$ cat src/core/pbs_pkg.sv
package pbs_pkg;
  // ==========================================================================
  // Clock rate
  // ==========================================================================
  localparam int unsigned CLK_HZ         = 250_000_000;

  // ==========================================================================
  // Interval figures
  // ==========================================================================
  localparam int unsigned TICK_US        = 1;      // Time-base tick, microseconds
  localparam int unsigned DEBOUNCE_MS    = 32;     // Base hold and release debounce
  localparam int unsigned EXT_BASE_MS    = 1;      // Fixed part of the turn-on extension
  localparam int unsigned BLANK_MS       = 512;    // Shutdown request blanking after power on
  localparam int unsigned OFF_DELAY_MS   = 1024;   // Forced-off delay after alert
  localparam int unsigned LOCKOUT_MS     = 256;    // Pushbutton lockout after shutdown request release
  localparam int unsigned KILL_MIN_US    = 30;     // Least qualifying low on shutdown request

  // ==========================================================================
  // Derived counts
  // ==========================================================================
  localparam int unsigned TICK_CYC       = (CLK_HZ / 1_000_000) * TICK_US;
  localparam int unsigned TICKS_PER_MS   = 1000 / TICK_US;
  localparam int unsigned DEBOUNCE_TICKS = DEBOUNCE_MS * TICKS_PER_MS;
  localparam int unsigned EXT_BASE_TICKS = EXT_BASE_MS * TICKS_PER_MS;
  localparam int unsigned BLANK_TICKS    = BLANK_MS * TICKS_PER_MS;
  localparam int unsigned OFF_DLY_TICKS  = OFF_DELAY_MS * TICKS_PER_MS;
  localparam int unsigned LOCKOUT_TICKS  = LOCKOUT_MS * TICKS_PER_MS;
  localparam int unsigned KILL_TICKS     = (KILL_MIN_US + TICK_US - 1) / TICK_US;

  // ==========================================================================
  // Reset values and types
  // ==========================================================================
  localparam logic        ON_RST         = 1'b0;

  typedef enum logic [3:0] {
    PBS_IDLE, PBS_ON_HOLD, PBS_BLANK, PBS_REL_ON, PBS_RUN,
    PBS_OFF_HOLD, PBS_ALERT, PBS_LOCKOUT, PBS_REL_OFF
  } pbs_state_t;

  // Status outputs grouped together
  typedef struct packed {
    logic powered;
    logic alerting;
    logic locked;
  } pbs_status_t;
endpackage : pbs_pkg

$ cat src/core/pbs_sequencer.sv
// Operation
// [RULE1] A low shutdown request in normal operation releases the power enable at once; the code releases it only once the low has qualified (see [RULE10]).
// [RULE2] After a shutdown request release, the pushbutton is ignored for 256ms.
// [RULE3] A parameter selects high-true or low-true enable; nothing else differs.
// [RULE4] A sequence starts only after the pushbutton is held low for the full hold time.
// [RULE5] Without extensions both hold times are 32ms.
// [RULE6] The turn-on extension adds 1ms plus a programmable time to the 32ms hold.
// [RULE7] The turn-off extension adds a programmable time, independent of turn-on.
// [RULE8] The enable is released at most 1024ms after a valid turn-off begins.
// [RULE9] The host should drive the shutdown request low before the 1024ms expires.
// [RULE10] A shutdown request low counts only if it lasts at least 30us.
// [RULE11] The enable releases about 30us after a qualifying shutdown request low.
// [RULE12] A 512ms blanking starts at enable; if the request is not high at its end, enable drops.
// [RULE13] A completed turn-off hold asserts the active-low alert to the host.
// [RULE14] The pushbutton returning high before the hold ends restarts the debounce.
// [RULE15] After each on or off action the release is debounced for 32ms.
// [RULE16] All intervals come from one time-base tick counter; extensions are parameters.
// [RULE17] After reset enable and alert are deasserted and a press is awaited.
`timescale 1ns/1ns
module pbs_sequencer
  import pbs_pkg::*;
#(
  parameter bit          EN_HIGH_TRUE = 1'b1,   // 1: enable high when on
  parameter bit          ON_EXT_EN    = 1'b0,   // Turn-on extension fitted
  parameter bit          OFF_EXT_EN   = 1'b0,   // Turn-off extension fitted
  parameter int unsigned ON_EXT_TICKS = 0,      // Extra turn-on ticks
  parameter int unsigned OFF_EXT_TICKS= 0,      // Extra turn-off ticks
  parameter int unsigned TICK_CYCLES  = pbs_pkg::TICK_CYC,
  parameter int unsigned MS_TICKS     = pbs_pkg::TICKS_PER_MS, // Ticks in one millisecond
  parameter int unsigned KILL_LOW_TICKS = pbs_pkg::KILL_TICKS  // Ticks a request low must last
) (
  // Clock and reset
  input  wire logic               clk_i,
  input  wire logic               sys_rst_i,
  // Pins
  input  wire logic               pushbutton_n_i,
  input  wire logic               shutdown_req_n_i,
  output logic                    power_en_o,      // Open-drain level, polarity per variant
  output logic                    power_en_oe_n_o, // Low while the pin is pulled
  output logic                    alert_n_o,
  // Status
  output pbs_pkg::pbs_status_t    status_o
);
  import pbs_pkg::*;

  // Millisecond figures scale with MS_TICKS so a fast time base keeps every ratio
  localparam int unsigned DEB_T     = DEBOUNCE_MS * MS_TICKS;
  localparam int unsigned BLK_T     = BLANK_MS * MS_TICKS;
  localparam int unsigned OFFD_T    = OFF_DELAY_MS * MS_TICKS;
  localparam int unsigned LOCK_T    = LOCKOUT_MS * MS_TICKS;
  localparam int unsigned ON_TICKS  = DEB_T + (ON_EXT_EN ? EXT_BASE_MS * MS_TICKS + ON_EXT_TICKS : 0);
  localparam int unsigned OFF_TICKS = DEB_T + (OFF_EXT_EN ? OFF_EXT_TICKS : 0);

  initial begin
    if (TICK_CYCLES < 1 || TICK_CYCLES > 65536) $error("TICK_CYCLES out of range");
    if (MS_TICKS < 1) $error("MS_TICKS must be at least one");
    if (KILL_LOW_TICKS < 1 || KILL_LOW_TICKS > 256) $error("KILL_LOW_TICKS out of range");
    if (ON_TICKS >= 32'h00ff_ffff || OFF_TICKS >= 32'h00ff_ffff) $error("Extension too long");
    if (OFFD_T >= 32'h00ff_ffff) $error("Forced-off delay too long");
  end

  // ==========================================================================
  // Input synchronisers
  // ==========================================================================
  // Three stages; a change counts only when stages two and three agree
  logic [2:0] pb_sync_r, pb_sync_nxt, kl_sync_r, kl_sync_nxt;
  logic       pb_lvl_r, pb_lvl_nxt, kl_lvl_r, kl_lvl_nxt;

  always_comb begin
    pb_sync_nxt = {pb_sync_r[1:0], pushbutton_n_i};
    kl_sync_nxt = {kl_sync_r[1:0], shutdown_req_n_i};
    pb_lvl_nxt  = (pb_sync_r[2] == pb_sync_r[1]) ? pb_sync_r[2] : pb_lvl_r;
    kl_lvl_nxt  = (kl_sync_r[2] == kl_sync_r[1]) ? kl_sync_r[2] : kl_lvl_r;
  end

  always_ff @(posedge clk_i or posedge sys_rst_i) begin
    if (sys_rst_i) begin
      pb_sync_r <= 3'h7;
      kl_sync_r <= 3'h7;
      pb_lvl_r  <= 1'b1;
      kl_lvl_r  <= 1'b1;
    end else begin
      pb_sync_r <= pb_sync_nxt;
      kl_sync_r <= kl_sync_nxt;
      pb_lvl_r  <= pb_lvl_nxt;
      kl_lvl_r  <= kl_lvl_nxt;
    end
  end

  // ==========================================================================
  // Time base
  // ==========================================================================
  // One tick pulse feeds every interval counter
  logic [15:0] div_r, div_nxt;
  logic        tick;

  always_comb begin
    tick    = (div_r == 16'(TICK_CYCLES - 1));
    div_nxt = tick ? 16'h0000 : div_r + 16'h0001;
  end // see [RULE16]

  always_ff @(posedge clk_i or posedge sys_rst_i) begin
    if (sys_rst_i) div_r <= 16'h0000;
    else           div_r <= div_nxt;
  end

  // ==========================================================================
  // Shutdown request qualifier
  // ==========================================================================
  // Short lows are filtered so glitches on a monitor divider do not kill power
  logic [7:0] kl_cnt_r, kl_cnt_nxt;
  logic       kill_q_r, kill_q_nxt;

  always_comb begin
    kl_cnt_nxt = kl_cnt_r;
    kill_q_nxt = kill_q_r;
    if (kl_lvl_r) begin
      kl_cnt_nxt = 8'h00;
      kill_q_nxt = 1'b0;
    end else if (tick && !kill_q_r) begin
      if (kl_cnt_r == 8'(KILL_LOW_TICKS - 1)) kill_q_nxt = 1'b1; // see [RULE10]
      else                                kl_cnt_nxt = kl_cnt_r + 8'h01;
    end
  end

  always_ff @(posedge clk_i or posedge sys_rst_i) begin
    if (sys_rst_i) begin
      kl_cnt_r <= 8'h00;
      kill_q_r <= 1'b0;
    end else begin
      kl_cnt_r <= kl_cnt_nxt;
      kill_q_r <= kill_q_nxt;
    end
  end

  // ==========================================================================
  // Sequencer
  // ==========================================================================
  pbs_state_t  st_r, st_nxt;
  logic [23:0] tmr_r, tmr_nxt;
  logic [23:0] aux_r, aux_nxt;     // Forced-off counter, counts down only in the alert state
  logic        on_r, on_nxt;
  logic        alert_r, alert_nxt;
  logic        done;

  assign done = tick && (tmr_r == 24'h00_0001);

  always_comb begin
    st_nxt    = st_r;
    tmr_nxt   = (tick && tmr_r != 24'h00_0000) ? tmr_r - 24'h00_0001 : tmr_r;
    aux_nxt   = aux_r;
    on_nxt    = on_r;
    alert_nxt = alert_r;
    case (st_r)
      PBS_IDLE: begin
        if (!pb_lvl_r) begin
          st_nxt  = PBS_ON_HOLD;
          tmr_nxt = 24'(ON_TICKS); // see [RULE5] see [RULE6]
        end
      end
      PBS_ON_HOLD: begin
        if (pb_lvl_r) st_nxt = PBS_IDLE; // see [RULE14]
        else if (done) begin
          st_nxt  = PBS_BLANK; // see [RULE4]
          on_nxt  = 1'b1;
          tmr_nxt = 24'(BLK_T);
        end
      end
      PBS_BLANK: begin
        // Button and request are not looked at until blanking ends
        if (done) begin
          if (!kl_lvl_r) begin
            on_nxt  = 1'b0; // see [RULE12]
            st_nxt  = PBS_REL_OFF;
            tmr_nxt = 24'(DEB_T);
          end else begin
            st_nxt  = PBS_REL_ON;
            tmr_nxt = 24'(DEB_T);
          end
        end
      end
      PBS_REL_ON, PBS_RUN: begin
        if (kill_q_r) begin
          on_nxt  = 1'b0; // see [RULE1] see [RULE11]
          st_nxt  = PBS_LOCKOUT;
          tmr_nxt = 24'(LOCK_T);
        end else if (st_r == PBS_REL_ON) begin
          if (!pb_lvl_r) tmr_nxt = 24'(DEB_T); // see [RULE15]
          else if (done) st_nxt = PBS_RUN;
        end else if (!pb_lvl_r) begin
          st_nxt  = PBS_OFF_HOLD;
          tmr_nxt = 24'(OFF_TICKS); // see [RULE7]
        end
      end
      PBS_OFF_HOLD: begin
        if (kill_q_r) begin
          on_nxt  = 1'b0;
          st_nxt  = PBS_LOCKOUT;
          tmr_nxt = 24'(LOCK_T);
        end else if (pb_lvl_r) st_nxt = PBS_RUN; // see [RULE14]
        else if (done) begin
          alert_nxt = 1'b1; // see [RULE13]
          st_nxt    = PBS_ALERT;
          aux_nxt   = 24'(OFFD_T);
        end
      end
      PBS_ALERT: begin
        // Host normally finishes housekeeping first; the forced delay is a backstop
        if (tick && aux_r != 24'h00_0000) aux_nxt = aux_r - 24'h00_0001;
        if (kill_q_r) begin
          on_nxt    = 1'b0;
          alert_nxt = 1'b0;
          st_nxt    = PBS_LOCKOUT;
          tmr_nxt   = 24'(LOCK_T);
        end else if (tick && aux_r == 24'h00_0001) begin
          on_nxt    = 1'b0; // see [RULE8]
          alert_nxt = 1'b0;
          st_nxt    = PBS_REL_OFF;
          tmr_nxt   = 24'(DEB_T);
        end
      end
      PBS_LOCKOUT: begin
        if (done) begin
          st_nxt  = PBS_REL_OFF; // see [RULE2]
          tmr_nxt = 24'(DEB_T);
        end
      end
      PBS_REL_OFF: begin
        if (!pb_lvl_r) tmr_nxt = 24'(DEB_T); // see [RULE15]
        else if (done) st_nxt = PBS_IDLE;
      end
      default: st_nxt = PBS_IDLE;
    endcase
  end

  always_ff @(posedge clk_i or posedge sys_rst_i) begin
    if (sys_rst_i) begin
      st_r    <= PBS_IDLE; // see [RULE17]
      tmr_r   <= 24'h00_0000;
      aux_r   <= 24'h00_0000;
      on_r    <= ON_RST;
      alert_r <= 1'b0;
    end else begin
      st_r    <= st_nxt;
      tmr_r   <= tmr_nxt;
      aux_r   <= aux_nxt;
      on_r    <= on_nxt;
      alert_r <= alert_nxt;
    end
  end

  // ==========================================================================
  // Output registers
  // ==========================================================================
  // Registered from the next-state values so every pin comes straight from a flip-flop with no added cycle
  logic        en_r, oe_n_r, alert_n_r;
  pbs_status_t stat_r;

  always_ff @(posedge clk_i or posedge sys_rst_i) begin
    if (sys_rst_i) begin
      en_r      <= ~EN_HIGH_TRUE;
      oe_n_r    <= EN_HIGH_TRUE ? 1'b0 : 1'b1;
      alert_n_r <= 1'b1;
      stat_r    <= '0;
    end else begin
      en_r      <= EN_HIGH_TRUE ? on_nxt : ~on_nxt; // see [RULE3]
      oe_n_r    <= EN_HIGH_TRUE ? on_nxt : ~on_nxt; // Pulls low when enable level is low
      alert_n_r <= ~alert_nxt;
      stat_r    <= '{powered: on_nxt, alerting: alert_nxt, locked: (st_nxt == PBS_LOCKOUT)};
    end
  end

  assign power_en_o      = en_r;
  assign power_en_oe_n_o = oe_n_r;
  assign alert_n_o       = alert_n_r;
  assign status_o        = stat_r;
endmodule : pbs_sequencer

$ cat config.mk
export PLATFORM = sky130hd
export DESIGN_NAME = pbs_sequencer
export DESIGN_NICKNAME = d
export VERILOG_FILES = /design/src/core/pbs_pkg.sv /design/src/core/pbs_sequencer.sv
export SDC_FILE = /design/constraint.sdc
export NUM_CORES = 1
export LEC_CHECK = 0
export ABC_AREA = 1
export BUFFER_PORTS_ARGS = -buffer_cell sky130_fd_sc_hd__buf_2
export CORE_UTILIZATION = 51
export DETAILED_ROUTE_END_ITERATION = 10
export PLACE_DENSITY_LB_ADDON = 0.3
export SETUP_SLACK_MARGIN = 0.05
export SLEW_MARGIN = 20
export SYNTH_ARGS = -nofsm -noshare
export SYNTH_HDL_FRONTEND = slang
export SYNTH_SLANG_ARGS = --single-unit
$ cat constraint.sdc
create_clock -name clk_i -period 3.8 [get_ports clk_i]
set_input_delay 0.57 -clock clk_i [delete_from_list [all_inputs] [get_ports clk_i]]
set_output_delay 0.57 -clock clk_i [all_outputs]
set_load 0.01 [all_outputs]
## After elaboration in Yosys (flattened, before gate mapping)

Index checks and enable logic that the tools add are counted.
W data, S select, Z words.

- Register bits: 89
- Input bits: 4
- Output and inout port bits: 6
- Word-level logic and storage cells: 121

- $add $sub $neg: 4
- Equality and inequality tests: 26
- Muxes and demuxes: 55
- Bitwise gates (word level): 1
- Reductions and logical operators: 21

Operators with widths:

| kind | count |
|---|---|
| $mux W24 | 13 |
| $pmux W24 S6 | 1 |
| $mux W4 | 18 |
| $eq A24 B1 Y1 const B | 2 |
| $pmux W24 S2 | 1 |
| $reduce_bool A24 Y1 | 2 |
| $sub A24 B1 Y24 const B | 2 |
| $pmux W4 S8 | 1 |
| $mux W8 | 3 |
| $eq A4 B3 Y1 const B | 5 |
| $ne A2 B2 Y1 const B | 9 |
| $add A16 B1 Y16 const B | 1 |
| $eq A16 B8 Y1 const B | 1 |
| $mux W16 | 1 |
| $mux W1 | 15 |
| $add A8 B1 Y8 const B | 1 |
| $eq A4 B2 Y1 const B | 2 |
| $eq A8 B5 Y1 const B | 1 |
| $reduce_and A7 Y1 | 1 |
| $reduce_bool A2 Y1 | 3 |
| $reduce_or A2 Y1 | 3 |
| $logic_and A1 B1 Y1 | 5 |
| $reduce_and A5 Y1 | 1 |
| $eq A4 B1 Y1 const B | 1 |
| 12 further kinds | 14 |

## Depth between registers and ports, before layout

Gate-level depths: netlist of the first run.

- Depth after elaboration: 8
- Depth in mapped cells: 15
- Depth with buffers taken out: 14

## Worst setup path before layout of the first run

No wires, ideal clock.

- Path kind: reg2reg
- Start: register tmr_r[0]
- End: register tmr_r[12]
- Setup time: 0.130 ns
- Data arrival time: 1.672 ns
- Data required time: 3.670 ns
- Path slack: 1.998 ns
- Cell stages (with the launch flop): 13
- Buffers on the path: 1
- Clock period less this slack: 1.802 ns
- Path through: dfrtp_1 inv_1 ha_1 nand2_1 nor2_1 nand3_1 nand2_1 inv_1 buf_2 o21ai_0 nand2_1 inv_1 a21oi_1

- Longest elaborated chain between the ends: 6
- Elaborated cells on any way between the ends: 15
- Those cells by class: 1 x add/sub; 1 x eq/ne; 10 x mux; 3 x reduce/logical

RTL lines:

| item | line | source |
|---|---|---|
| start: declaration | pbs_sequencer.sv:140 | `logic [23:0] tmr_r, tmr_nxt;` |
| start signal: assignment | pbs_sequencer.sv:245 | `tmr_r <= tmr_nxt;` |
| parallel branches: the longest is 5 deep, another holds $sub A24 B1 Y24 | n/a |  |
| $pmux W24 S6 (*) | pbs_sequencer.sv:154 | `case (st_r)` |
| via tmr_nxt[12] | pbs_sequencer.sv:140 |  |

Mark *: on every way through the listed nets, which the timed path passes.
A chain may end at the register's enable or synchronous reset.

## Final worst setup path of the first run

- Start: register div_r[13]
- End: register aux_r[17]

- Longest elaborated chain between the ends: 4
- Elaborated cells on any way between the ends: 6
- Those cells by class: 3 x eq/ne; 3 x reduce/logical

RTL lines:

| item | line | source |
|---|---|---|
| start: declaration | pbs_sequencer.sv:94 | `logic [15:0] div_r, div_nxt;` |
| start signal: assignment | pbs_sequencer.sv:104 | `else div_r <= div_nxt;` |
| $eq A16 B8 Y1 (*) | pbs_sequencer.sv:98 | `tick = (div_r == 16'(TICK_CYCLES - 1));` |
| $logic_and A1 B1 Y1 (on tied branches) | pbs_sequencer.sv:209, pbs_sequencer.sv:146 |  |
| $ne A2 B2 Y1 (no line) | n/a |  |
| $reduce_and A5 Y1 (no line) (*) | n/a |  |
| end signal: assignment | pbs_sequencer.sv:246 | `aux_r <= aux_nxt;` |
| end: declaration | pbs_sequencer.sv:141 | `logic [23:0] aux_r, aux_nxt;` |

Mark *: on every way between the ends. The rest lies on a longest branch, timed or not.

==> flow_summary.toml, run 1 <==
[run_status]
outcome = "complete, no violations"

[detailed_routing]
vias_per_cell = 5.366
drtPass1Iterations = 5
drt-total-wl_um = 12240
wl_per_cell_um = 13.59
route.detailed.drc = 0
vias = 4835
drtIter0Drc = 234
ant_nets = 0

[clock_network]
ctsResizeCount = 0
postCtsSetupBuffers = 0
htree_num_levels = 3
cts_sinks = 89
clkTransAtPathRegs_ns = 0.09
cts_tree = "built"
cts_buffers = 9
root_buffer = "clkbuf_8"
cts_hold_buf = 0
clock_latency_ns = 0.37
clock_path_buffers = 2

[floorplanning]
die_w_um = 106.5
die_y_um = 106.5
core_um2 = 10460
rows = 37
pin_count = 10
die_area_um2 = 11350
initial_core_util = 0.5328

[grt]
overflow = 0
grtUsageTotal = 0.2330
grt_max_degree = 54
grt_pass1_wl_um = 21050
grt_pass1_vias = 4733
antenna_found_initial = 0

[placed_design]
dpl.hpwl_um = 9127
port_buffers = 9
routabilityCongestion = 0.9024

[worst_setup_path]
path_buf_inv = 0
cp_max_fo = 38
path_cells = "nor2_1 -> nand2_1 -> nor2_1 -> nand2_1 -> nor2_4 -> nand2_4 -> nor2_4 -> nand2_2 -> nand2_2 -> nand2_2 -> o21ai_0 -> nand3_1"
crit_top_cell = "nand2_2"
cp-start-kind = "flip-flop"
required_ns = 4.05
arrival_ns = 2.95
path_class = "reg -> reg"
critPathCaptureType = "flip-flop"
cpPeakStageDelay_ns = 0.53
crit_slowest_cell = "nand2_2"
cp_top_family = "simple AND/OR/NAND/NOR gates"

[flow_run]
maxCapViolations = 0

[timing]
max_freq_mhz = 371.1
setup_viol = 0
drv_slew = 0
finalCriticalPeriod_ns = 2.695
skew_ns = 0.01023
maxSlewHeadroom = 0.3786
rsz0062_at_grt = "no"
hold_ws_ns = 0.2982
worst_pin_slew_ns = 0.9321
fin_crit_sh = 0.7092
tns_ns = 0
hold_viol = 0

[power]
power_density_nw_per_um2 = 329.5
p_leak_nw = 2.999
ir_drop_mv = 0.2028
total_power_w = 0.001935

[cells_and_area]
final_util = 0.5612
drive_gt1_frac = 0.1176
fillers = 1027
area_delta_synth_final_pct = 5.342
num_antenna_cells = 0
final_nets = 773

[yosys]
synth_commonest_cells = "nand2_1, nor2_1, inv_1"
yosys_warnings = 0
syn_avg_cell_area_um2 = 7.383
syn_nets = 768
yosysMostFrequentCell = "nand2_1"
async_flop_share = 1.000
synth_edf_count = 0
netlist_area_um2 = 5574
postSynthCellCount = 755
yosysTopAreaCell = "dfrtp_1"
synth.distinct_cells = 44
synth_top_area_frac = 0.3591
seq_area_frac_synth = 0.4016
synth_ff_type = "dfrtp_1"
synth-seq-cells = 89
netlist_top_cells_area = "dfrtp_1, nand2_1, nor2_1"

[min_path]
hp-class = "in -> reg"
## where the power goes
part | switching [W] | internal, W | total [W]
registers | 0.0000440 | 0.000986 | 0.00103
logic | 0.000198 | 0.0000966 | 0.000294
clock network | 0.000352 | 0.000258 | 0.000611
## worst reg2reg max path, delay by kind of cell (launching register included)
family          cells  cell delay, ns
compound gates      1            0.19
simple gates       11            1.97
flops               1            0.43
## logic make-up after synthesis
family,share of synthesized area
compound gates,0.07811
buf+inv,0.08103
xor+xnor,0.05657
mux,0.001796
fa+ha+maj,0.02379
simple gates,0.3571
flops,0.4016
## stage by stage
stage	std cells	instance area, um2	setup slack (ns)
finish	901	5872	1.105
global placement	885	5699	1.251
global route	901	5872	0.8411
detailed placement	885	5699	1.118
CTS	901	5872	1.105
floorplan	755	5574	0.9380
## layer usage
| metal | track usage | wire length, um |
|---|---|---|
| met1 | 0.2953 | 5668 |
| met4 | 0.07534 | 194 |
| met3 | 0.03924 | 307 |
| met5 | 0 | 0 |
| met2 | 0.4040 | 6072 |
## cell type report
cell class,instances,area (um2),share of cell area
Clock buffer,12,145.1,0.02472
Sequential cell,89,2238,0.3812
Inverter,88,331.6,0.05647
Multi-Input combinational cell,559,2884,0.4912
Timing Repair Buffer,13,75.07,0.01279
Clock inverter,4,27.53,0.004688
Tap cell,136,170.2,0.02898
## layout by cell type, fill, tap and decap left out, types with 3 or more instances in the layout
master and count:
nand2_1 148, nor2_1 144, inv_1 80, dfrtp_1 80, nand3_1 54, o21ai_0 38, xor2_1 28, nand4_1 26
nor2_2 24, a21oi_1 14, nor3_1 12, clkbuf_8 10, ha_1 9, dfstp_2 9, buf_2 9, nand2_2 8
xnor2_1 8, inv_2 6, o31ai_1 6, nor2_4 5, o21ai_1 5, o211ai_1 5, buf_4 4, nor4_1 3
clkinv_2 3
## flip-flops by register name (all words and copies together) (netlist names)
signal and count:
div_r 16, kl_sync_r 3, st_r 4, pb_sync_r 3, tmr_r 24, kill_q_r 1
pb_lvl_r 1, kl_cnt_r 8, aux_r 24, status_o 3, kl_lvl_r 1, alert_n_o 1
## final timing paths
kind                                      from           end  slack, ns  cells past startpoint
worst min register to register    pb_sync_r[0]  pb_sync_r[1]       0.36                      0
worst max-delay path                 div_r[13]     aux_r[17]       1.11                     12
worst max register to register       div_r[13]     aux_r[17]       1.11                     12
min in group asynchronous            sys_rst_i     aux_r[11]       0.37                      2
max in group asynchronous            sys_rst_i      tmr_r[4]       2.62                      3
worst min-delay path            pushbutton_n_i  pb_sync_r[0]       0.30                      1
Power figures use the tool's default switching activity.
==> run 2, diff against run 1 <==
==> constraint.sdc (replaced) <==
create_clock -name clk_i -period 2.65 [get_ports clk_i]
set_input_delay 0.3975 -clock clk_i [delete_from_list [all_inputs] [get_ports clk_i]]
set_output_delay 0.3975 -clock clk_i [all_outputs]
set_load 0.01 [all_outputs]
==> run 2 against run 1 <==
Effect of this change:
- core utilization up 1.4 points
- total power up 59%
- critical path depth up 1
- sequential power up 44%
- combinational power up 46%
- critical endpoint is now aux_r[16]
- die area unchanged
==> flow_summary.toml, run 2 (synthesis results as in run 1) <==
[grt]
antenna_found_initial = 0
grt_pass1_wl_um = 21060
grtUsageTotal = 0.2324
overflow = 0
grt_max_degree = 61
grt_pass1_vias = 4739

[clock_network]
cts_tree = "built"
postCtsSetupBuffers = 0
cts_buffers = 9
cts_hold_buf = 0
clkTransAtPathRegs_ns = 0.10
cts_sinks = 89
htree_num_levels = 3
clock_latency_ns = 0.37
clock_path_buffers = 2
root_buffer = "clkbuf_8"
ctsResizeCount = 0

[worst_setup_path]
cp-start-kind = "flip-flop"
critPathCaptureType = "flip-flop"
arrival_ns = 2.45
cp_max_fo = 17
required_ns = 2.91
path_class = "reg -> reg"

[cells_and_area]
final_common_cell = "nand2_1"
final_cell_area_um2 = 6013
final_cell_mix = "nand2_1, nor2_1, inv_1, dfrtp_1, nand3_1"
area_delta_synth_final_pct = 7.879
num_antenna_cells = 0
top_regs = "aux_r (24), tmr_r (24), div_r (16)"
drive_gt1_frac = 0.1294
final_nets = 781

[timing]
fin_ws_ns = 0.4597
hold_viol = 0
skew_ns = 0.01338
max_freq_mhz = 456.6
drv_slew = 0
hold_ws_ns = 0.1119
worst_pin_slew_ns = 0.7828
rsz0062_at_grt = "no"
tns_ns = 0
finalCriticalPeriod_ns = 2.190
setup_viol = 0
maxSlewHeadroom = 0.4781
fin_crit_sh = 0.8265

[detailed_routing]
vias = 4885
vias_per_cell = 5.374
ant_nets = 0
drtIter0Drc = 219
top_layer_used = "met4"
wl_met2_um = 5883
route.detailed.drc = 0
route.met3.wl_um = 471
drtPass1Iterations = 5
drt-total-wl_um = 12170
routedLengthMet1_um = 5501
wl_per_cell_um = 13.39

[floorplanning]
die_w_um = 106.5
die_area_um2 = 11350
pin_count = 10
core_um2 = 10460
rows = 37
die_y_um = 106.5
initial_core_util = 0.5328

[placed_design]
dpl.hpwl_um = 9082
routabilityCongestion = 0.9425
place_area_um2 = 5762
dp_slack_ns = 0.4659
port_buffers = 9

[power]
total_power_w = 0.003082
power_density_nw_per_um2 = 512.5
ir_drop_mv = 0.4047
p_leak_nw = 3.064

[min_path]
hp-class = "in -> async"

[run_status]
outcome = "complete, no violations"

[flow_run]
maxCapViolations = 0
[run 2: cell type report]
| cell class | count | area (um2) |
|---|---|---|
| tap | 136 | 170.2 |
| timing repair buffer | 21 | 135.1 |
| clock inverter | 6 | 113.9 |
| fill | 984 | 4449 |
| clock buffer | 10 | 137.6 |
| inverter | 88 | 334.1 |
| multi-input combinational | 559 | 2884 |
| sequential | 89 | 2238 |
[run 2: worst max-delay path, cell delays in order (launching register included)]
cell,delay (ns)
dfrtp_1,0.43
nor2_1,0.14
nand2_1,0.08
nor2_1,0.08
nand2_1,0.08
nor2_4,0.27
nand2_4,0.13
nor2_4,0.11
nand2_2,0.07
nand2_2,0.27
buf_4,0.21
nand3_1,0.07
nand2_1,0.07
nand3_1,0.06
[run 2: path summary, 6_finish.rpt]
check	cells after the start	start	to	slack, ns
max	13	div_r[11]	aux_r[16]	0.46
min	3	sys_rst_i	tmr_r[17]	0.11
max reg2reg	13	div_r[11]	aux_r[16]	0.46
min reg2reg	0	kl_sync_r[0]	kl_sync_r[1]	0.36
max in group asynchronous	3	sys_rst_i	div_r[4]	1.85
min in group clk_i	1	pushbutton_n_i	pb_sync_r[0]	0.12
[run 2: metrics by stage]
step / instances / util
floorplan: 755 / -
global placement: 893 / 0.5507
detailed placement: 893 / 0.5507
CTS: 909 / 0.5747
global route: 909 / 0.5747
finish: 909 / 0.5747
[run 2: power by group]
part           internal, W  leakage [nW]  switching [W]
sequential         0.00141          1.17      0.0000634
combinational     0.000144          1.77       0.000285
clock             0.000655         0.119       0.000520
total              0.00221          3.06       0.000869
[run 2: per-layer routing]
metal  global-route usage  up-vias
li1                     -     2440
met1               0.2879     2277
met2               0.3938      138
met3              0.04231       30
met4               0.1057        0
met5                    0        -
==> run 3, diff against run 2 <==
==> constraint.sdc (replaced) <==
create_clock -name clk_i -period 2.25 [get_ports clk_i]
set_input_delay 0.3375 -clock clk_i [delete_from_list [all_inputs] [get_ports clk_i]]
set_output_delay 0.3375 -clock clk_i [all_outputs]
set_load 0.01 [all_outputs]
==> run 3 against run 2 <==
Effect of this change:
- die area stayed put
- design area is 3.6% higher
- clock power is 5% lower
- critical endpoint is now tmr_r[14]
- largest cell class unchanged
- largest power group unchanged
==> flow_summary.toml, run 3 (synthesis results as in run 1) <==
[run_status]
outcome = "complete, no violations"

[worst_setup_path]
cp_num_cells = 11
path_cells = "nor2_2 -> nand2_2 -> nor2_2 -> nand2_1 -> nor2_4 -> buf_4 -> nand3_1 -> nand3_2 -> or2_1 -> buf_12 -> o21bai_1"
cpPeakStageDelay_ns = 0.43
crit_slowest_cell = "dfrtp_1"
path_buf_inv = 2
worstRegToRegCells = 11
cp-start-kind = "flip-flop"
r2r-start = "tmr_r[5]"
timing.critical_path.to = "tmr_r[14]"
reg2reg_slack_ns = 0.14
crit_top_cell = "nor2_2"
cp_top_family = "simple AND/OR/NAND/NOR gates"
crit_path_start = "tmr_r[5]"
required_ns = 2.55
arrival_ns = 2.41
r2r_end = "tmr_r[14]"
cp_max_fo = 15
path_class = "reg -> reg"
critPathCaptureType = "flip-flop"

[min_path]
hp-class = "in -> reg"
hp-start = "pushbutton_n_i"

[placed_design]
dp_slack_ns = -0.05181
dpl.hpwl_um = 9129
place_area_um2 = 5862
routabilityCongestion = 0.9724
port_buffers = 9

[clock_network]
cts_hold_buf = 0
clkTransAtPathRegs_ns = 0.09
htree_num_levels = 3
cts_buffers = 9
root_buffer = "clkbuf_8"
clock_path_buffers = 2
cts_sinks = 89
clock_latency_ns = 0.39
cts_tree = "built"

[power]
p_leak_nw = 3.163
internal_power_w = 0.002386
power_density_nw_per_um2 = 548.1
p_seq_frac = 0.511
switching_share = 0.3013
pwr-share-clk = 0.327
power_frac_comb = 0.162
ir_drop_mv = 0.4395
p_sw_w = 0.001029

[cells_and_area]
multi_input_area_um2 = 2955
final_cell_mix = "nand2_1, nor2_1, dfrtp_1"
fillers = 964
final_common_cell = "nand2_1"
area_delta_synth_final_pct = 11.76
final_cell_area_um2 = 6230
num_antenna_cells = 0
seqCellArea_um2 = 2240
drive_gt1_frac = 0.1688
top_regs = "aux_r (24), tmr_r (24), div_r (16)"
final_nets = 802

[timing]
hold_viol = 0
finalCriticalPeriod_ns = 2.109
worst_pin_slew_ns = 0.4616
skew_ns = 0.004825
setup_viol = 0
max_freq_mhz = 474.1
rsz0062_at_grt = "no"
tns_ns = 0
fin_ws_ns = 0.1406
drv_slew = 0
fin_crit_sh = 0.9375
maxSlewHeadroom = 0.6923

[detailed_routing]
vias = 4938
wl_per_cell_um = 13.49
ant_nets = 0
drt-total-wl_um = 12550
drtPass1Iterations = 5
vias_per_cell = 5.310
drtIter0Drc = 315
route.detailed.drc = 0

[grt]
grtUsageTotal = 0.2397
grt_pass1_wl_um = 21440
overflow = 0
grt_max_degree = 90
grt_pass1_vias = 4788
antenna_found_initial = 0

[floorplanning]
initial_core_util = 0.5328
die_w_um = 106.5
die_area_um2 = 11350
core_um2 = 10460
die_y_um = 106.5
pin_count = 10
rows = 37

[flow_run]
maxCapViolations = 0
run 3: changes by cell type in the layout (fill, tap and decap cells not counted), sizes merged:
cell      change
buf          +21
bufinv        -2
clkinv        +2
clkinvlp      +1
inv           -1
run 3: what timing repair did:
item | in CTS | in global routing
buffers inserted | 0 | 11
pin swaps | 0 | 2
endpoints found under the setup margin | 1 | 41
resized for setup | 2 | 20
run 3: power groups by stage:
stage / clock network (W) / registers [W] / logic, W
after floorplan: 0 / 0.00174 / 0.000426
after global placement: 0 / 0.00177 / 0.000529
after detailed placement: 0 / 0.00177 / 0.000534
after CTS: 0.00116 / 0.00174 / 0.000538
after global routing: 0.00122 / 0.00175 / 0.000633
final: 0.00112 / 0.00174 / 0.000554
run 3: layout make-up:
| cell class | count | share of cell area |
|---|---|---|
| multi-input cells | 559 | 0.4744 |
| flip-flops and latches | 89 | 0.3595 |
| inverters | 88 | 0.05423 |
| repair buffers | 42 | 0.05322 |
| well taps | 136 | 0.02731 |
| clock buffers | 10 | 0.02049 |
| clock inverters | 6 | 0.01085 |
run 3: stage by stage:
stage,utilization,std cells,hold slack [ns],power (W)
after global placement,0.5603,903,0.3466,0.002301
after detailed placement,0.5603,903,0.3473,0.002304
after floorplan,-,755,0.3420,0.002165
after global routing,0.5954,930,0.01811,0.003606
after CTS,0.5794,919,0.01439,0.003439
final,0.5954,930,0.04268,0.003414
run 3: how the worst min path moves through the flow:
stage / end / cells after the start
finish: pb_sync_r[0] / 1
global route: kl_sync_r[0] / 1
CTS: pb_sync_r[0] / 1
detailed placement: pb_sync_r[1] / 0
global placement: pb_sync_r[1] / 0
floorplan: kl_sync_r[0] / 0
run 3: per-layer routing:
metal	GRT usage	up-vias	share of wire
li1	-	2485	-
met1	0.2906	2304	0.44
met2	0.4091	117	0.49
met3	0.04844	32	0.043
met4	0.1106	0	0.025
met5	0	-	0
